## src/core/mtm_pkg.sv

```systemverilog
// Constants and types for the three-channel multi-mode 16-bit timer.
// Assumes a 250 MHz system clock and APB access with 32-bit data.
package mtm_pkg;

  // Channel count and widths
  localparam int unsigned NUM_CH = 3;
  localparam int unsigned CNT_W  = 16;
  localparam int unsigned ADDR_W = 8;
  localparam int unsigned MODE_W = 12;

  // Register byte offsets
  localparam logic [7:0] OFS_START   = 8'h00;
  localparam logic [7:0] OFS_UPDOWN  = 8'h04;
  localparam logic [7:0] OFS_ONESHOT = 8'h08;
  localparam logic [7:0] OFS_STATUS  = 8'h0c;
  localparam logic [7:0] OFS_CH_BASE = 8'h10;
  localparam logic [7:0] OFS_CH_STEP = 8'h10;
  localparam logic [7:0] OFS_MODE    = 8'h00;
  localparam logic [7:0] OFS_TIMER   = 8'h04;

  // Start register fields
  localparam int unsigned START_PSC_RST_BIT = 3;

  // Channel mode register fields
  localparam int unsigned MODE_SEL_LSB  = 0;
  localparam int unsigned SRC_SEL_LSB   = 3;
  localparam int unsigned FUNC_SEL_LSB  = 5;
  localparam int unsigned EV_SRC_BIT    = 8;
  localparam int unsigned FREERUN_BIT   = 9;
  localparam int unsigned EDGE_FALL_BIT = 10;
  localparam int unsigned TRIG_SEL_BIT  = 11;

  // Status register fields
  localparam int unsigned STAT_OVF_LSB  = 0;
  localparam int unsigned STAT_LVL_LSB  = 3;
  localparam int unsigned STAT_POUT_LSB = 6;

  // Count values
  localparam logic [15:0] CNT_MAX       = 16'hffff;
  localparam logic [15:0] PWM16_LAST    = 16'hfffe;
  localparam logic [7:0]  PWM8_LAST     = 8'hfe;
  localparam logic [4:0]  DIV8_LAST     = 5'h07;
  localparam logic [4:0]  DIV32_LAST    = 5'h1f;
  localparam logic [1:0]  MEAS_VALID    = 2'h2;
  localparam logic        OVF_RST       = 1'b1;

  typedef enum logic [2:0] {
    MD_TIMER  = 3'b000,
    MD_EVENT  = 3'b001,
    MD_ONESHOT= 3'b010,
    MD_PERIOD = 3'b011,
    MD_WIDTH  = 3'b100,
    MD_PWM16  = 3'b101,
    MD_PWM8   = 3'b110
  } mtm_mode_t;

  typedef enum logic [1:0] {
    SRC_MAIN_UNDIV = 2'b00,
    SRC_MAIN_DIV8  = 2'b01,
    SRC_MAIN_DIV32 = 2'b10,
    SRC_SUB_DIV32  = 2'b11
  } mtm_src_t;

  typedef enum logic [1:0] {
    FN_NONE  = 2'b00,
    FN_PULSE = 2'b01,
    FN_GATE  = 2'b10
  } mtm_func_t;

endpackage

```

## src/core/mtm_timer.sv

```systemverilog
// Three-channel multi-mode 16-bit timer with an APB register slave.
// Assumes pins and the secondary clock are asynchronous levels; one system clock.
//
// The implementer's own choices: the placing of the registers and the APB interface to the registers.
module mtm_timer (
  // Clock and reset
  input  wire logic        clk_sys_i,
  input  wire logic        nrst_i,
  // APB slave
  input  wire logic        psel_i,
  input  wire logic        penable_i,
  input  wire logic        pwrite_i,
  input  wire logic [7:0]  paddr_i,
  input  wire logic [31:0] pwdata_i,
  output logic      [31:0] prdata_o,
  output logic             pready_o,
  output logic             pslverr_o,
  // Secondary clock input
  input  wire logic        sub_clk_i,
  // Channel pins
  input  wire logic [2:0]  chan_io_pin_i,
  output logic      [2:0]  chan_io_pin_o,
  output logic      [2:0]  chan_io_pin_oe_n_o,
  // Channel interrupt requests
  output logic      [2:0]  irq_o
);

  typedef struct packed {
    logic [15:0] cnt;
    logic [15:0] rel;
    logic [15:0] meas;
    logic [11:0] mode;
    logic [1:0]  edges;
    logic        act;
    logic        pout;
    logic        ovf;
    logic        s1;
    logic        s2;
    logic        s3;
    logic        lvl;
  } mtm_chan_t;

  typedef struct packed {
    mtm_chan_t [2:0] ch;
    logic [2:0]      start;
    logic [2:0]      updown;
    logic [4:0]      div;
    logic [4:0]      sdiv;
    logic            ss1;
    logic            ss2;
    logic            ss3;
    logic            slvl;
    logic            pready;
    logic            pslverr;
    logic [31:0]     prdata;
    logic [2:0]      irq;
    logic [2:0]      oe_n;
  } mtm_state_t;

  mtm_state_t        s_q;
  mtm_state_t        s_d;
  mtm_chan_t         c;
  mtm_pkg::mtm_mode_t md;
  logic              acc;
  logic              wr;
  logic              map_hit;
  logic              fc_tick;
  logic              tick;
  logic              run;
  logic              rise;
  logic              fall;
  logic              edge_sel;
  logic              ev_src;
  logic              ev;
  logic              trig;
  logic              gate_ok;
  logic              drive;
  logic [1:0]        fsel;
  logic [7:0]        ch_base;
  logic [31:0]       rdata;

  // Selected count source enable
  function automatic logic src_tick(input logic [1:0] sel, input logic [4:0] div, input logic fc);
    logic t;
    t = 1'b0;
    unique case (mtm_pkg::mtm_src_t'(sel))
      mtm_pkg::SRC_MAIN_UNDIV: t = 1'b1;
      mtm_pkg::SRC_MAIN_DIV8:  t = (div[2:0] == mtm_pkg::DIV8_LAST[2:0]);
      mtm_pkg::SRC_MAIN_DIV32: t = (div == mtm_pkg::DIV32_LAST);
      mtm_pkg::SRC_SUB_DIV32:  t = fc;
    endcase
    return t;
  endfunction

  // Channel register window base
  function automatic logic [7:0] chan_base(input int unsigned k);
    return 8'(mtm_pkg::OFS_CH_BASE + 8'(k) * mtm_pkg::OFS_CH_STEP);
  endfunction

  always_comb
  begin
    s_d      = s_q;
    c        = s_q.ch[0];
    md       = mtm_pkg::MD_TIMER;
    tick     = 1'b0;
    run      = 1'b0;
    rise     = 1'b0;
    fall     = 1'b0;
    edge_sel = 1'b0;
    ev_src   = 1'b0;
    ev       = 1'b0;
    trig     = 1'b0;
    gate_ok  = 1'b0;
    drive    = 1'b0;
    fsel     = 2'b00;
    ch_base  = 8'h00;
    rdata    = 32'h0000_0000;
    map_hit  = 1'b0;
    s_d.irq  = 3'b000;

    // Main clock prescaler
    s_d.div = s_q.div + 5'h01;

    // Secondary clock synchroniser and divide by 32
    s_d.ss1 = sub_clk_i;
    s_d.ss2 = s_q.ss1;
    s_d.ss3 = s_q.ss2;
    if (s_q.ss2 == s_q.ss3)
    begin
      s_d.slvl = s_q.ss3;
    end
    fc_tick = 1'b0;
    if (s_d.slvl && !s_q.slvl)
    begin
      fc_tick  = (s_q.sdiv == mtm_pkg::DIV32_LAST);
      s_d.sdiv = s_q.sdiv + 5'h01;
    end

    // APB handshake: answer in the second access cycle
    acc         = psel_i && penable_i && s_q.pready;
    wr          = acc && pwrite_i;
    s_d.pready  = psel_i && penable_i && !s_q.pready;
    s_d.pslverr = 1'b0;

    if (wr && paddr_i == mtm_pkg::OFS_START)
    begin
      s_d.start = pwdata_i[2:0];
      if (pwdata_i[mtm_pkg::START_PSC_RST_BIT])
      begin
        s_d.sdiv = 5'h00;
      end
    end
    if (wr && paddr_i == mtm_pkg::OFS_UPDOWN)
    begin
      s_d.updown = pwdata_i[2:0];
    end

    for (int i = 0; i < 3; i++)
    begin
      c       = s_q.ch[i];
      ch_base = chan_base(i);
      run     = s_q.start[i];

      // Pin synchroniser; a change counts once stages two and three agree
      c.s1 = chan_io_pin_i[i];
      c.s2 = s_q.ch[i].s1;
      c.s3 = s_q.ch[i].s2;
      if (s_q.ch[i].s2 == s_q.ch[i].s3)
      begin
        c.lvl = s_q.ch[i].s3;
      end
      rise     = c.lvl && !s_q.ch[i].lvl;
      fall     = !c.lvl && s_q.ch[i].lvl;
      edge_sel = s_q.ch[i].mode[mtm_pkg::EDGE_FALL_BIT] ? fall : rise;
      tick     = src_tick(s_q.ch[i].mode[mtm_pkg::SRC_SEL_LSB +: 2], s_q.div, fc_tick);
      fsel     = s_q.ch[i].mode[mtm_pkg::FUNC_SEL_LSB +: 2];
      md       = mtm_pkg::mtm_mode_t'(s_q.ch[i].mode[2:0]);
      ev       = 1'b0;

      // Register writes
      if (wr && paddr_i == ch_base + mtm_pkg::OFS_MODE)
      begin
        c.mode  = pwdata_i[11:0];
        c.act   = 1'b0;
        c.pout  = 1'b0;
        c.edges = 2'h0;
        if (run)
        begin
          c.ovf = 1'b0;
        end
      end
      if (wr && paddr_i == ch_base + mtm_pkg::OFS_TIMER && md != mtm_pkg::MD_PERIOD
          && md != mtm_pkg::MD_WIDTH)
      begin
        c.rel = pwdata_i[15:0];
        if (!run)
        begin
          c.cnt = pwdata_i[15:0];
        end
      end
      if (!run)
      begin
        c.act   = 1'b0;
        c.edges = 2'h0;
      end

      // Counting per mode
      unique case (md)
        mtm_pkg::MD_TIMER:
        begin
          gate_ok = (fsel != mtm_pkg::FN_GATE) || c.lvl;
          if (run && tick && gate_ok)
          begin
            if (c.cnt == 16'h0000)
            begin
              c.cnt = c.rel;
              ev    = 1'b1;
            end
            else
            begin
              c.cnt = c.cnt - 16'h0001;
            end
          end
        end
        mtm_pkg::MD_EVENT:
        begin
          ev_src = s_q.ch[i].mode[mtm_pkg::EV_SRC_BIT] ? s_q.irq[(i + 2) % 3] : edge_sel;
          if (run && ev_src)
          begin
            if (s_q.updown[i])
            begin
              if (c.cnt == mtm_pkg::CNT_MAX)
              begin
                c.cnt = s_q.ch[i].mode[mtm_pkg::FREERUN_BIT] ? 16'h0000 : c.rel;
                ev    = 1'b1;
              end
              else
              begin
                c.cnt = c.cnt + 16'h0001;
              end
            end
            else if (c.cnt == 16'h0000)
            begin
              c.cnt = s_q.ch[i].mode[mtm_pkg::FREERUN_BIT] ? mtm_pkg::CNT_MAX : c.rel;
              ev    = 1'b1;
            end
            else
            begin
              c.cnt = c.cnt - 16'h0001;
            end
          end
        end
        mtm_pkg::MD_ONESHOT:
        begin
          if (c.act && tick)
          begin
            if (c.cnt == 16'h0001)
            begin
              c.act = 1'b0;
              ev    = 1'b1;
            end
            else
            begin
              c.cnt = c.cnt - 16'h0001;
            end
          end
          if (wr && paddr_i == mtm_pkg::OFS_ONESHOT && pwdata_i[i] && run && c.rel != 16'h0000)
          begin
            c.act = 1'b1;
            c.cnt = c.rel;
          end
          c.pout = c.act;
        end
        mtm_pkg::MD_PERIOD, mtm_pkg::MD_WIDTH:
        begin
          if (run)
          begin
            if (tick)
            begin
              if (c.cnt == mtm_pkg::CNT_MAX)
              begin
                c.ovf = 1'b1;
                ev    = 1'b1;
              end
              c.cnt = c.cnt + 16'h0001;
            end
            if ((md == mtm_pkg::MD_PERIOD) ? edge_sel : (rise || fall))
            begin
              c.meas = c.cnt;
              c.cnt  = 16'h0000;
              if (c.edges != 2'h0)
              begin
                ev = 1'b1;
              end
              if (c.edges != mtm_pkg::MEAS_VALID)
              begin
                c.edges = c.edges + 2'h1;
              end
            end
          end
        end
        mtm_pkg::MD_PWM16, mtm_pkg::MD_PWM8:
        begin
          trig = s_q.ch[i].mode[mtm_pkg::TRIG_SEL_BIT] ? s_q.irq[(i + 2) % 3] : 1'b1;
          if (run && trig)
          begin
            c.act = 1'b1;
          end
          if (run && s_q.ch[i].act && tick)
          begin
            if (md == mtm_pkg::MD_PWM16)
            begin
              if (c.cnt == mtm_pkg::PWM16_LAST)
              begin
                c.cnt = 16'h0000;
                ev    = 1'b1;
              end
              else
              begin
                c.cnt = c.cnt + 16'h0001;
              end
            end
            else if (c.cnt[7:0] == 8'h00)
            begin
              c.cnt[7:0] = c.rel[7:0];
              if (c.cnt[15:8] == mtm_pkg::PWM8_LAST)
              begin
                c.cnt[15:8] = 8'h00;
                ev          = 1'b1;
              end
              else
              begin
                c.cnt[15:8] = c.cnt[15:8] + 8'h01;
              end
            end
            else
            begin
              c.cnt[7:0] = c.cnt[7:0] - 8'h01;
            end
          end
          if (md == mtm_pkg::MD_PWM16)
          begin
            c.pout = c.act && (c.cnt < c.rel);
          end
          else
          begin
            c.pout = c.act && (c.cnt[15:8] < c.rel[15:8]);
          end
        end
        default:
        begin
          c.act = 1'b0;
        end
      endcase

      // Pulse output in timer and event modes toggles the pin level and its status bit
      if (ev && fsel == mtm_pkg::FN_PULSE && (md == mtm_pkg::MD_TIMER || md == mtm_pkg::MD_EVENT))
      begin
        c.pout = !c.pout;
      end

      // Pin drives only for output functions; event mode with pulse output drives it even while counting its edges
      drive = ((md == mtm_pkg::MD_TIMER || md == mtm_pkg::MD_EVENT) && fsel == mtm_pkg::FN_PULSE)
              || md == mtm_pkg::MD_ONESHOT || md == mtm_pkg::MD_PWM16 || md == mtm_pkg::MD_PWM8;
      s_d.oe_n[i] = !drive;
      s_d.irq[i]  = ev;
      s_d.ch[i]   = c;

      // Channel reads
      if (paddr_i == ch_base + mtm_pkg::OFS_MODE)
      begin
        map_hit = 1'b1;
        rdata   = {20'h00000, s_q.ch[i].mode};
      end
      if (paddr_i == ch_base + mtm_pkg::OFS_TIMER)
      begin
        map_hit = 1'b1;
        if (md == mtm_pkg::MD_TIMER || md == mtm_pkg::MD_EVENT)
        begin
          rdata = {16'h0000, s_q.ch[i].cnt};
        end
        else if ((md == mtm_pkg::MD_PERIOD || md == mtm_pkg::MD_WIDTH)
                 && s_q.ch[i].edges == mtm_pkg::MEAS_VALID)
        begin
          rdata = {16'h0000, s_q.ch[i].meas};
        end
        else
        begin
          rdata = 32'h0000_0000;
        end
      end
    end

    // Global reads
    unique case (paddr_i)
      mtm_pkg::OFS_START:
      begin
        map_hit = 1'b1;
        rdata   = {29'h0000_0000, s_q.start};
      end
      mtm_pkg::OFS_UPDOWN:
      begin
        map_hit = 1'b1;
        rdata   = {29'h0000_0000, s_q.updown};
      end
      mtm_pkg::OFS_ONESHOT:
      begin
        map_hit = 1'b1;
        rdata   = 32'h0000_0000;
      end
      mtm_pkg::OFS_STATUS:
      begin
        map_hit = 1'b1;
        for (int k = 0; k < 3; k++)
        begin
          rdata[mtm_pkg::STAT_OVF_LSB + k]  = s_q.ch[k].ovf;
          rdata[mtm_pkg::STAT_LVL_LSB + k]  = s_q.ch[k].lvl;
          rdata[mtm_pkg::STAT_POUT_LSB + k] = s_q.ch[k].pout;
        end
      end
      default:
      begin
        rdata = rdata;
      end
    endcase

    if (psel_i && penable_i && !s_q.pready)
    begin
      s_d.prdata  = pwrite_i ? 32'h0000_0000 : rdata;
      s_d.pslverr = !map_hit;
    end
  end

  always_ff @(posedge clk_sys_i)
  begin
    if (!nrst_i)
    begin
      s_q      <= '0;
      s_q.oe_n <= 3'b111;
      for (int k = 0; k < 3; k++)
      begin
        s_q.ch[k].ovf <= mtm_pkg::OVF_RST;
      end
    end
    else
    begin
      s_q <= s_d;
    end
  end

  // Outputs straight from state
  always_comb
  begin
    prdata_o  = s_q.prdata;
    pready_o  = s_q.pready;
    pslverr_o = s_q.pslverr;
    irq_o     = s_q.irq;
    for (int k = 0; k < 3; k++)
    begin
      chan_io_pin_o[k] = s_q.ch[k].pout;
    end
    chan_io_pin_oe_n_o = s_q.oe_n;
  end

endmodule

```

## config.mk

```make
export PLATFORM = sky130hd
export DESIGN_NAME = mtm_timer
export DESIGN_NICKNAME = d
export VERILOG_FILES = /design/src/core/mtm_pkg.sv /design/src/core/mtm_timer.sv
export SDC_FILE = /design/constraint.sdc
export NUM_CORES = 1
export LEC_CHECK = 0
export ABC_AREA = 1
export ABC_CLOCK_PERIOD_IN_PS = 8780
export BUFFER_PORTS_ARGS = -buffer_cell sky130_fd_sc_hd__clkbuf_2
export CAP_MARGIN = 20
export CORE_UTILIZATION = 45
export CTS_CLUSTER_DIAMETER = 150
export DETAILED_ROUTE_END_ITERATION = 8
export HOLD_SLACK_MARGIN = 0.12
export SLEW_MARGIN = 20
export SYNTH_ARGS = -nofsm -noshare
export SYNTH_HDL_FRONTEND = slang
export SYNTH_SLANG_ARGS = --single-unit
```

## constraint.sdc

```tcl
create_clock -name clk_sys_i -period 8.78 [get_ports clk_sys_i]
set_clock_uncertainty 0.05 [all_clocks]
set_input_delay 2.195 -clock clk_sys_i [delete_from_list [all_inputs] [get_ports clk_sys_i]]
set_output_delay 2.195 -clock clk_sys_i [all_outputs]
set_load 0.02 [all_outputs]
```

==> results.cfg <==
[placement]
placed_area_mm2 = 0.02364
gp_congestion = 1.041
port_buffers = 59
place_hpwl_um = 78530

[clock_network]
clockBufferDepth = 3
clkTransAtPathRegs_ns = 0.06
cts_setup_buffers = 0
cts_sinks = 251
cts-resized-gates = 0
root_buffer = clkbuf_16
cts_tree = yes
clock_latency_ns = 0.58
numCtsBuffers = 34
h-tree-depth = 2
cts_hold_buffers = 0

[global_route]
grt_pass1_vias = 25080
grt_max_degree = 62
grt_pass1_wl_um = 162300
grt_util_all_layers = 0.4099
antenna_found_initial = 3
grt_remaining_overflow = 0

[setup_path]
slowest_delay_ns = 0.52
critPathCaptureType = flip-flop
worstPathArrival_ns = 7.52
cp_top_family = simple AND/OR/NAND/NOR gates
worstPathRequired_ns = 9.19
critPathMaxFanout = 15
critPathSlowestCell = nor2_4
cp-start-kind = primary input
cp_common_cell = nand2_1
path_class = in -> reg
critical_path_buf_inv_count = 7

[synthesis]
syn_inst = 3850
syn_area_mm2 = 0.02306
avgSynthCellArea_um2 = 5.989
yosysWarnings = 0
synthTopCellsByCount = nand2_1, inv_1, o21ai_0, nor2_1, a21oi_1
yosys.area.top_type = dfxtp_1
async_flop_share = 0
synth_top_area_share = 0.2179
ys_top_cells_by_area = dfxtp_1, nand2_1, o21ai_0, inv_1, a21oi_1
synth_most_common_cell = nand2_1
synth-seq-cells = 251
ys_types = 70
seq_area_frac_synth = 0.2179
synth_ff_type = dfxtp_1
synth-edff-count = 0

[sta]
rsz0062_at_grt = no
slew_violations = 0
finalCritPeriodShare = 0.8087
finalSetupTns_ns = 0
fin_crit_ns = 7.100
tightest_slew_ns = 1.141
hold_viol = 0
setup_viol = 0
slew_headroom = 0.2385
max_freq_mhz = 140.8

[routing]
drt-initial-drc-count = 3901
routed-via-count = 27670
vias_per_cell = 6.153
postRouteWirelength_um = 110200
drc = 0
wire_per_inst_um = 24.49
dr.pass1.iters = 6
ant_nets = 0

[pwr]
ir_drop_mv = 0.1293
p_total_mw = 2.717
p_leak_nw = 11.27
powerDensity_mw_per_mm2 = 109.6

[die]
die_y_um = 228.4
core_mm2 = 0.05038
start_util = 0.4577
io_pins = 92
rows = 82
fp.dieArea_mm2 = 0.05215
die_w_um = 228.4

[run]
cap_violations = 0

[finish]
layout-drive-gt1-share = 0.08658
nets = 3918
fin_area_mm2 = 0.02479
nFillCells = 5489
area_growth_pct = 7.526

[status]
outcome = finished, final reports clean

[hold_path]
hold_path.class = reg -> reg
-- routing by layer --
layer / GRT usage / vias to the layer above / part of all wire
met5: 0 / - / 0.00010
met3: 0.1279 / 441 / 0.14
met2: 0.5853 / 1922 / 0.40
li1: - / 12850 / -
met4: 0.2322 / 2 / 0.064
met1: 0.5420 / 12460 / 0.40
-- cell type report --
class,count,area (µm²),area share
inverters,560,2107,0.08499
clock buffers,42,940.9,0.03795
repair buffers,122,770.7,0.03109
multi-input cells,2829,14890,0.6008
diodes,2,5.005,0.0002019
clock inverters,19,209.0,0.008428
flip-flops and latches,251,5025,0.2027
well taps,672,840.8,0.03391
-- final timing paths --
path	startpoint	to	slack, ns	depth (start not counted)
min	c[2]	c[1]	0.36	2
min reg2reg	c[2]	c[1]	0.36	2
max	paddr_i[3]	chan_io_pin_o[2]	1.68	35
max reg2reg	md[1]	chan_io_pin_o[2]	3.01	33
-- flip-flops by register name, summed over array words and instances, names as in the netlist --
| signal | cells |
|---|---|
| run | 1 |
| c | 2 |
| md | 3 |
| fsel | 2 |
| pslverr_o | 1 |
| chan_io_pin_o | 3 |
| pready_o | 1 |
| s_d | 6 |
| s_q | 210 |
| irq_o | 3 |
| prdata_o | 16 |
| chan_io_pin_oe_n_o | 3 |
-- power breakdown --
part           total [mW]  internal [mW]  leakage (nW)  switching (mW)
logic               0.112         0.0204          8.68          0.0916
registers            1.15           1.14          2.02         0.00231
clock network        1.46          0.833         0.566           0.627
total                2.72           2.00          11.3           0.721
-- logic make-up after synthesis --
kind of cell / count (synthesis) / share of synthesized area
DFF: 251 / 0.2179
AOI/OAI and AO/OA: 1259 / 0.3218
xor gates and xnor gates: 24 / 0.009116
other: 1 / 0.0001626
and+or+nand+nor: 1459 / 0.2725
buffers and inverters: 785 / 0.1400
adders and majority gates: 71 / 0.03853
-- per-stage QoR --
step                      utilization  setup slack (ns)  cells  hold slack (ns)
after floorplan                     -             3.062   3865           0.3405
after global placement         0.4692             1.330   4434           0.3497
after detailed placement       0.4692             1.367   4434           0.3515
after CTS                      0.4921             1.905   4495           0.3667
after global routing           0.4921             1.305   4495           0.3865
final                          0.4922             1.680   4497           0.3636
-- layout by cell type (no fill, tap or decap), types with 57 or more instances in the layout --
cell type,synthesis,final
nand2_1,795,795
o21ai_0,476,476
nor2_1,356,352
clkbuf_2,0,58
a21oi_1,330,330
o211ai_1,123,123
nand3_1,111,111
o21ai_1,75,75
dfxtp_1,251,251
nand4_1,57,57
buf_4,51,64
ha_1,71,71
inv_1,509,508
-- worst reg2reg max path: cells and delay by family, from the launching register on --
kind / cells / cell delay, ns
xor gates and xnor gates: 1 / 0.14
and+or+nand+nor: 23 / 3.53
buffers and inverters: 6 / 1.01
DFF: 1 / 0.41
adders and majority gates: 1 / 0.32
AOI/OAI and AO/OA: 2 / 0.22
Note: power is estimated with default switching activity, not from simulation.
